==> src/pkg/port_option_pkg.sv <==
// constants, field layout and decode helpers of the port/option bank
// assumes a 32-bit AHB-Lite bus, one aligned word per register
package port_option_pkg;

    // =========================================================
    // register indices; byte address is four times the index
    localparam logic [7:0] IDX_SERIAL_B_BUFFER = 8'h8F;
    localparam logic [7:0] IDX_PORT1_DATA_LATCH = 8'h90;
    localparam logic [7:0] IDX_PORT0_PUSH_PULL = 8'h91;
    localparam logic [7:0] IDX_PORT0_LCD_BIAS = 8'h92;
    localparam logic [7:0] IDX_PORT2_PIN_MODE = 8'h93;
    localparam logic [7:0] IDX_MISC_OPTION = 8'h94;

    // =========================================================
    // reset values
    localparam logic [7:0] RST_SERIAL_B_BUFFER = 8'h00;
    localparam logic [7:0] RST_PORT1_DATA_LATCH = 8'hFF;
    localparam logic [7:0] RST_PORT0_PUSH_PULL = 8'h00;
    localparam logic [7:0] RST_PORT0_LCD_BIAS = 8'h00;
    localparam logic [7:0] RST_PORT2_PIN_MODE = 8'h05;
    localparam logic [7:0] RST_MISC_OPTION = 8'h00;

    // =========================================================
    // field positions and writable bits
    localparam int UPPER_MODE_LSB = 2;
    localparam int LOWER_MODE_LSB = 0;
    localparam int SINGLE_WIRE_BIT = 7;
    localparam int AUTOTUNE_BIT = 6;
    localparam int WDT_SEL_LSB = 4;
    localparam int SLOW_SEL_LSB = 0;
    localparam logic [7:0] MASK_PORT2_PIN_MODE = 8'hCF;
    localparam logic [7:0] MASK_MISC_OPTION = 8'h33;

    // =========================================================
    // watchdog overflow period in ms, per select code
    localparam logic [8:0] WDT_MS_CODE0 = 9'h1E0;
    localparam logic [8:0] WDT_MS_CODE1 = 9'h0F0;
    localparam logic [8:0] WDT_MS_CODE2 = 9'h078;
    localparam logic [8:0] WDT_MS_CODE3 = 9'h03C;

    // slow timer interrupt period in slow clock cycles, per code
    localparam logic [15:0] SLOW_CYC_CODE0 = 16'h8000;
    localparam logic [15:0] SLOW_CYC_CODE1 = 16'h2000;
    localparam logic [15:0] SLOW_CYC_CODE2 = 16'h0800;
    localparam logic [15:0] SLOW_CYC_CODE3 = 16'h0080;

    // bus address bits that must be zero for a mapped word
    localparam logic [31:0] ADDR_ZERO_MASK = 32'hFFFFFC03;

    typedef logic [7:0] reg_index_type;

    // word address to register index, valid flag in bit 8
    function automatic logic [8:0] decodeAddr(input logic [31:0] addr);
        logic [7:0] idx;
        logic hit;
        idx = addr[9:2];
        hit = ((addr & ADDR_ZERO_MASK) == 32'h00000000) &&
              (idx >= IDX_SERIAL_B_BUFFER) && (idx <= IDX_MISC_OPTION);
        return {hit, idx};
    endfunction

endpackage

==> src/pkg/reg_access_if.sv <==
// register access strobes between the bus port and the register bank
// assumes one clock; strobes are single-cycle
interface reg_access_if;
    import port_option_pkg::*;
    logic wrEn;
    reg_index_type wrIdx;
    logic [7:0] wrData;
    logic rdEn;
    reg_index_type rdIdx;

    modport port (output wrEn, wrIdx, wrData, rdEn, rdIdx);
    modport bank (input wrEn, wrIdx, wrData, rdEn, rdIdx);
endinterface

==> src/ahb_slave_port.sv <==
// AHB-Lite slave front end: turns transfers into read/write strobes
// assumes single word transfers; no wait states are inserted
module ahb_slave_port
    import port_option_pkg::*;
(
    // clock and reset
    input wire logic clk_sys,
    input wire logic resetn,
    // bus address and data phase
    input wire logic hsel,
    input wire logic [31:0] haddr,
    input wire logic [1:0] htrans,
    input wire logic hwrite,
    input wire logic hready,
    input wire logic [31:0] hwdata,
    // strobes towards the bank
    reg_access_if.port acc
);
    logic [8:0] decoded;
    logic addrPhase;
    logic pendWrite;
    reg_index_type pendIdx;

    assign decoded = decodeAddr(haddr);
    assign addrPhase = hsel && htrans[1] && hready;

    // =========================================================
    // address phase capture for writes
    always_ff @(posedge clk_sys or negedge resetn) begin
        if (!resetn) begin
            pendWrite <= 1'b0;
            pendIdx <= 8'h00;
        end else begin
            pendWrite <= addrPhase && hwrite && decoded[8];
            pendIdx <= decoded[7:0];
        end
    end

    // =========================================================
    // strobes: write in data phase, read in address phase
    assign acc.wrEn = pendWrite;
    assign acc.wrIdx = pendIdx;
    assign acc.wrData = hwdata[7:0];
    assign acc.rdEn = addrPhase && !hwrite && decoded[8];
    assign acc.rdIdx = decoded[7:0];
endmodule

==> src/port_option_sfr_bank.sv <==
// port and option register bank with an AHB-Lite register port
// assumes one clock domain; pin drivers and timers sit outside
//
// Overview of operation
// - each push-pull enable bit drives its Port0 pin push-pull; resets zero
// - each LCD bias enable bit enables half-bias on its Port0 pin; resets zero
// - Port2 mode fields pick mode 0/1/2, reset 01; 11 must not be written
// - single-wire bit shares one pin for serial transmit and receive; reset 0
// - watchdog select codes 01/10/11 give 240, 120, 60 ms
// - watchdog select code 00, the reset value, gives 480 ms
// - slow timer select sets interrupt period: 00 is 32768, 11 is 128 cycles
module port_option_sfr_bank
    import port_option_pkg::*;
(
    // clock and reset
    input wire logic clk_sys,
    input wire logic resetn,
    // AHB-Lite slave
    input wire logic hsel,
    input wire logic [31:0] haddr,
    input wire logic [1:0] htrans,
    input wire logic [2:0] hsize,
    input wire logic hwrite,
    input wire logic hready,
    input wire logic [31:0] hwdata,
    output logic [31:0] hrdata,
    output logic hreadyout,
    output logic hresp,
    // port controls
    output logic [7:0] port1DataLatch,
    output logic [7:0] port0PushPullEnable,
    output logic [7:0] port0LcdBiasEnable,
    output logic [1:0] port2UpperPinMode,
    output logic [1:0] port2LowerPinMode,
    output logic singleWireSerialMode,
    output logic touchClockAutotune,
    output logic [7:0] serialBBuffer,
    // option controls
    output logic [1:0] watchdogPeriodSelect,
    output logic [8:0] watchdogPeriodMs,
    output logic [1:0] slowTimerRateSelect,
    output logic [15:0] slowTimerPeriod
);
    reg_access_if acc();

    logic [7:0] port2PinMode;
    logic [7:0] miscOption;
    logic [7:0] next_port2PinMode;
    logic [7:0] next_miscOption;
    logic [7:0] readValue;

    // =========================================================
    // bus front end
    ahb_slave_port u_port (
        .clk_sys(clk_sys),
        .resetn(resetn),
        .hsel(hsel),
        .haddr(haddr),
        .htrans(htrans),
        .hwrite(hwrite),
        .hready(hready),
        .hwdata(hwdata),
        .acc(acc)
    );

    // =========================================================
    // plain data registers
    always_ff @(posedge clk_sys or negedge resetn) begin
        if (!resetn) begin
            port1DataLatch <= RST_PORT1_DATA_LATCH;
            serialBBuffer <= RST_SERIAL_B_BUFFER;
        end else if (acc.wrEn) begin
            if (acc.wrIdx == IDX_PORT1_DATA_LATCH) begin
                port1DataLatch <= acc.wrData;
            end
            if (acc.wrIdx == IDX_SERIAL_B_BUFFER) begin
                serialBBuffer <= acc.wrData;
            end
        end
    end

    // =========================================================
    // Port0 drive enables
    always_ff @(posedge clk_sys or negedge resetn) begin
        if (!resetn) begin
            port0PushPullEnable <= RST_PORT0_PUSH_PULL;
            port0LcdBiasEnable <= RST_PORT0_LCD_BIAS;
        end else if (acc.wrEn) begin
            if (acc.wrIdx == IDX_PORT0_PUSH_PULL) begin
                port0PushPullEnable <= acc.wrData;
            end
            if (acc.wrIdx == IDX_PORT0_LCD_BIAS) begin
                port0LcdBiasEnable <= acc.wrData;
            end
        end
    end

    // =========================================================
    // Port2 mode and option registers, unused bits held at zero
    always_comb begin
        next_port2PinMode = port2PinMode;
        next_miscOption = miscOption;
        if (acc.wrEn && acc.wrIdx == IDX_PORT2_PIN_MODE) begin
            next_port2PinMode = acc.wrData & MASK_PORT2_PIN_MODE;
        end
        if (acc.wrEn && acc.wrIdx == IDX_MISC_OPTION) begin
            next_miscOption = acc.wrData & MASK_MISC_OPTION;
        end
    end

    always_ff @(posedge clk_sys or negedge resetn) begin
        if (!resetn) begin
            port2PinMode <= RST_PORT2_PIN_MODE;
            miscOption <= RST_MISC_OPTION;
        end else begin
            port2PinMode <= next_port2PinMode;
            miscOption <= next_miscOption;
        end
    end

    // =========================================================
    // decoded control outputs, registered from the next values
    always_ff @(posedge clk_sys or negedge resetn) begin
        if (!resetn) begin
            port2UpperPinMode <= RST_PORT2_PIN_MODE[3:2];
            port2LowerPinMode <= RST_PORT2_PIN_MODE[1:0];
            singleWireSerialMode <= RST_PORT2_PIN_MODE[7];
            touchClockAutotune <= RST_PORT2_PIN_MODE[6];
            watchdogPeriodSelect <= RST_MISC_OPTION[5:4];
            slowTimerRateSelect <= RST_MISC_OPTION[1:0];
        end else begin
            port2UpperPinMode <= next_port2PinMode[UPPER_MODE_LSB +: 2];
            port2LowerPinMode <= next_port2PinMode[LOWER_MODE_LSB +: 2];
            singleWireSerialMode <= next_port2PinMode[SINGLE_WIRE_BIT];
            touchClockAutotune <= next_port2PinMode[AUTOTUNE_BIT];
            watchdogPeriodSelect <= next_miscOption[WDT_SEL_LSB +: 2];
            slowTimerRateSelect <= next_miscOption[SLOW_SEL_LSB +: 2];
        end
    end

    // =========================================================
    // watchdog and slow timer periods
    always_ff @(posedge clk_sys or negedge resetn) begin
        if (!resetn) begin
            watchdogPeriodMs <= WDT_MS_CODE0;
        end else begin
            case (next_miscOption[WDT_SEL_LSB +: 2])
                2'h0: watchdogPeriodMs <= WDT_MS_CODE0;
                2'h1: watchdogPeriodMs <= WDT_MS_CODE1;
                2'h2: watchdogPeriodMs <= WDT_MS_CODE2;
                default: watchdogPeriodMs <= WDT_MS_CODE3;
            endcase
        end
    end

    always_ff @(posedge clk_sys or negedge resetn) begin
        if (!resetn) begin
            slowTimerPeriod <= SLOW_CYC_CODE0;
        end else begin
            case (next_miscOption[SLOW_SEL_LSB +: 2])
                2'h0: slowTimerPeriod <= SLOW_CYC_CODE0;
                2'h1: slowTimerPeriod <= SLOW_CYC_CODE1;
                2'h2: slowTimerPeriod <= SLOW_CYC_CODE2;
                default: slowTimerPeriod <= SLOW_CYC_CODE3;
            endcase
        end
    end

    // =========================================================
    // read path; a write in its data phase is forwarded
    always_comb begin
        case (acc.rdIdx)
            IDX_SERIAL_B_BUFFER: readValue = serialBBuffer;
            IDX_PORT1_DATA_LATCH: readValue = port1DataLatch;
            IDX_PORT0_PUSH_PULL: readValue = port0PushPullEnable;
            IDX_PORT0_LCD_BIAS: readValue = port0LcdBiasEnable;
            IDX_PORT2_PIN_MODE: readValue = port2PinMode;
            IDX_MISC_OPTION: readValue = miscOption;
            default: readValue = 8'h00;
        endcase
        if (acc.wrEn && acc.wrIdx == acc.rdIdx) begin
            if (acc.rdIdx == IDX_PORT2_PIN_MODE) begin
                readValue = next_port2PinMode;
            end else if (acc.rdIdx == IDX_MISC_OPTION) begin
                readValue = next_miscOption;
            end else begin
                readValue = acc.wrData;
            end
        end
    end

    always_ff @(posedge clk_sys or negedge resetn) begin
        if (!resetn) begin
            hrdata <= 32'h00000000;
            hreadyout <= 1'b1;
            hresp <= 1'b0;
        end else begin
            hreadyout <= 1'b1;
            hresp <= 1'b0;
            if (acc.rdEn) begin
                hrdata <= {24'h000000, readValue};
            end else begin
                hrdata <= 32'h00000000;
            end
        end
    end
endmodule

==> config.mk <==
export PLATFORM = sky130hd
export DESIGN_NAME = port_option_sfr_bank
export DESIGN_NICKNAME = d
export VERILOG_FILES = /design/src/pkg/port_option_pkg.sv /design/src/pkg/reg_access_if.sv /design/src/ahb_slave_port.sv /design/src/port_option_sfr_bank.sv
export SDC_FILE = /design/constraint.sdc
export NUM_CORES = 1
export LEC_CHECK = 0
export ABC_AREA = 1
export ABC_CLOCK_PERIOD_IN_PS = 4900
export BUFFER_PORTS_ARGS = -buffer_cell sky130_fd_sc_hd__buf_2
export CAP_MARGIN = 20
export CORE_ASPECT_RATIO = 1.25
export CORE_MARGIN = 2
export CORE_UTILIZATION = 45
export CTS_BUF_LIST = sky130_fd_sc_hd__clkbuf_4
export DETAILED_ROUTE_END_ITERATION = 10
export GPL_TIMING_DRIVEN = 0
export PLACE_DENSITY = 0.85
export SYNTH_ARGS = -nofsm -noshare
export SYNTH_HDL_FRONTEND = slang
export SYNTH_SLANG_ARGS = --single-unit
export TNS_END_PERCENT = 30
==> constraint.sdc <==
create_clock -name clk_sys -period 4.9 [get_ports clk_sys]
set_clock_uncertainty 0.15 [all_clocks]
set_input_delay 0 -clock clk_sys [delete_from_list [all_inputs] [get_ports clk_sys]]
set_output_delay 0 -clock clk_sys [all_outputs]
set_load 0.01 [all_outputs]
==> metrics.md <==
| Metric | Value |
|---|---|
| Via count | `4313` |
| Status | `complete, no violations` |
| Multi-input gate area | `1870 sq um` |
| Lkg Pwr | `3.01 nW` |
| Final setup fails | `0` |
| Placed Cells | `829` |
| Synth Area in Simple Gates | `33.0%` |
| # DRC | `0` |
| I/O pin count | `175` |
| Core area | `9220 sq um` |
| Max Slew Vio Count | `0` |
| Final min period | `3.38 ns` |
| Post-synth EDFFs | `0` |
| Post-DRT Antenna Nets | `0` |
| Total Wirelength | `12300 microns` |
| CTS tree | `yes` |
| CP most frequent cell | `dlygate4sd3_1` |
| Post-layout util | `59.8%` |
| R2R Path Start | `u_port.acc.wrIdx[3]` |
| Synth Area in Compound Gates | `6.66%` |
| Worst path slowest cell | `dlygate4sd3_1` |
| CTS HTree Levels | `3` |
| Tcrit/Tclk final | `68.9%` |
| Die height | `113 microns` |
| Die area | `10300 sq um` |
| # rows | `39` |
| Pwr dens | `221 nW/um^2` |
| Longest Clk Path Bufs | `2` |
| Ys flop type | `dfrtp_1` |
| Starting Density | `46.4%` |
| CP Max Fanout | `8` |
| Final hold violations | `0` |
| Largest family of logic cells by synthesized area | `simple AND/OR/NAND/NOR gates` |
| Die Wd | `91.3 microns` |
| Setup CP Type | `in -> reg` |
| Worst-path cell chain | `dlygate4sd3_1 > buf_2 > nor3_1 > dlygate4sd3_1 > nand2_1 > dlygate4sd3_1 > nor2_1 > dlygate4sd3_1 > nand3_2 > nor2_4 > nand2_1 > nor2_1 > dlygate4sd3_1` |
| Worst path required time | `5.14 ns` |
| IR Drop Worst-Case VDD | `0.153 mV` |
| DRT met1 WL | `4630 microns` |
| Port bufs | `105` |
| RD Place Congestion | `0.928` |
| CP bufs+invs | `6` |
| Reg area | `1890 sq um` |
| Global-route wire length before repair | `19900 microns` |
| N_diodes | `0` |
| Startpoint types | `input port` |
| Initial detailed-routing violation count | `278` |
| Max Freq | `0.296 GHz` |
| Synth warn | `0` |
| Initial antenna violation count | `0` |
| Metal2 WL | `6370 microns` |
| Slew headroom | `38.7%` |
| Critical Path Max Stage Delay | `0.56 ns` |
| Nets | `815` |
| Layout Cells excl Fill | `869` |
| Min-delay worst type | `in -> async` |
| Total GRT Usage | `24.4%` |
| Top routing layer in use | `met4` |
| Critical Path Sink Type | `register` |
| Layout area overhead | `28.9%` |
| Grt ovf | `0` |
| Seq/Total Area, Yosys | `44.2%` |
| # clock sinks | `75` |
| TritonRoute pass-1 iters | `6` |
| Largest net degree at the start of global routing | `76` |
| Postcts setup bufs | `0` |
| Worst-Margin Slew | `0.920 ns` |
| Met3 wire length | `730 microns` |
| Unique cell type count in the Yosys netlist | `27` |
| Clock root cell | `clkbuf_4` |
| Adder-cell share of the synthesized area | `0%` |
| Skew-Pair Late Insertion Delay | `0.44 ns` |
| DR vias/cell | `4.96` |
| Post-Synthesis Cells | `562` |
| Critical Path Source | `haddr[30]` |
| Clock Pin Slew Worst Setup and Hold Paths | `0.13 ns` |
| DP Wirelength | `9280 microns` |
| Post-route setup TNS | `0 ns` |
| WL per Instance | `14.2 microns` |
| Critical Path AT | `3.61 ns` |
| Layout fillers | `857` |
| Synth Area in XOR/XNOR | `0.409%` |
| Synth async-reset ratio | `100%` |
| Largest delay share family, worst path | `buffers and inverters` |
| RSZ-0062 raised after global routing | `false` |
| Share of cells above drive strength 1 | `29.0%` |
| Mapped cell area | `4280 sq um` |
| Max Cap Viol | `0` |
| Vias in the first global route | `4213` |
| Total power | `1.22 mW` |
| Clock buffer count from CTS | `9` |
| #FFs+latches synth | `75` |
| Avg Cell Area, Syn | `7.62 sq um` |
| Post-synthesis mux area share | `0%` |
## sequential cells by signal, indices dropped and copies added (netlist names)
name,flops
hrdata,8
port0LcdBiasEnable,8
port0PushPullEnable,8
port1DataLatch,8
serialBBuffer,8
u_port.acc.wrIdx,8
miscOption,6
port2PinMode,6
watchdogPeriodMs,6
slowTimerPeriod,4
port2LowerPinMode,1
port2UpperPinMode,1
slowTimerRateSelect,1
u_port.acc.wrEn,1
watchdogPeriodSelect,1
## cells in the final DEF (no fill, tap or decap), drive strengths merged
| cell type | netlist | final |
|---|---|---|
| nand3b | 6 | 6 |
| clkbuf | 3 | 12 |
| dlygate4sd3 | 0 | 24 |
| and2 | 3 | 3 |
| dfstp | 14 | 14 |
| buf | 56 | 161 |
| dfrtp | 61 | 61 |
| nand2 | 151 | 151 |
| nor2 | 79 | 79 |
| xor2 | 2 | 2 |
| nand4 | 10 | 10 |
| nand3 | 67 | 67 |
| a21oi | 15 | 15 |
| clkinvlp | 0 | 3 |
| inv | 55 | 57 |
| nor3 | 1 | 1 |
| conb | 2 | 41 |
| nor4 | 1 | 1 |
| bufinv | 0 | 2 |
| o21ai | 36 | 36 |
## metal layers
| layer | GRT usage (%) | vias up |
|---|---|---|
| met1 | 27.8 | 1971 |
| met5 | 0 | - |
| met4 | 14.2 | 0 |
| met2 | 43.9 | 237 |
| li1 | - | 2060 |
| met3 | 3.00 | 45 |
## synthesized netlist by cell type (6+ instances only)
cell / number / share of area, %
a21oi_1: 15 / 1.8
buf_4: 51 / 8.9
dfrtp_1: 61 / 36
dfstp_2: 14 / 8.6
inv_1: 53 / 4.6
nand2_1: 147 / 13
nand3_1: 66 / 7.7
nand3b_1: 6 / 1.1
nand4_1: 10 / 1.5
nor2_1: 69 / 6.0
nor2_4: 7 / 1.8
o21ai_0: 28 / 3.3
o21ai_2: 8 / 1.6
## power breakdown
part / total, mW / internal (mW) / switching, mW / leakage (nW)
logic: 0.145 / 0.0615 / 0.0840 / 2.13
registers: 0.627 / 0.623 / 0.00370 / 0.802
clock network: 0.446 / 0.210 / 0.236 / 0.0792
## layout make-up
class,instances,area share (%)
plain buffers,59,8.34
clock buffers,9,1.22
clock inverters,7,1.81
inverters,55,3.74
multi-input cells,412,33.8
flip-flops and latches,75,34.3
well taps,123,2.79
repair buffers,129,13.9
## path summary, 6_finish.rpt
| kind | slack (ns) | cells past startpoint | to |
|---|---|---|---|
| worst min-delay path | 0.05 | 2 | u_port.acc.wrIdx[7] |
| max in group asynchronous | 3.93 | 2 | serialBBuffer[1] |
| worst min register to register | 0.33 | 2 | port2PinMode[5] |
| worst max-delay path | 1.52 | 13 | hrdata[2] |
| min in group clk_sys | 0.10 | 2 | u_port.acc.wrIdx[5] |
| worst max register to register | 2.41 | 9 | hrdata[2] |
## stage by stage
step                      area, sq um  setup WS (ns)  hold slack (ns)
after global placement           5110           2.97           0.0194
after floorplan                  4430           3.35           -0.446
final                            5520           1.52           0.0540
after global routing             5520           1.37            0.107
after CTS                        5520           1.55           0.0685
after detailed placement         5110           2.95           0.0191
## logic make-up (layout without fill, tap and decap cells)
logic type,after synthesis,count (layout)
and+or+nand+nor,318,318
buffers and inverters,114,259
DFF,75,75
AOI/OAI and AO/OA,51,51
other,2,41
xor gates and xnor gates,2,2
## timing repair
action / CTS / global route
resized for setup: 0 / 0
hold buffers: 24 / 0
hold endpoints to repair: 130 / 0
Power figures use the tool's default switching activity.
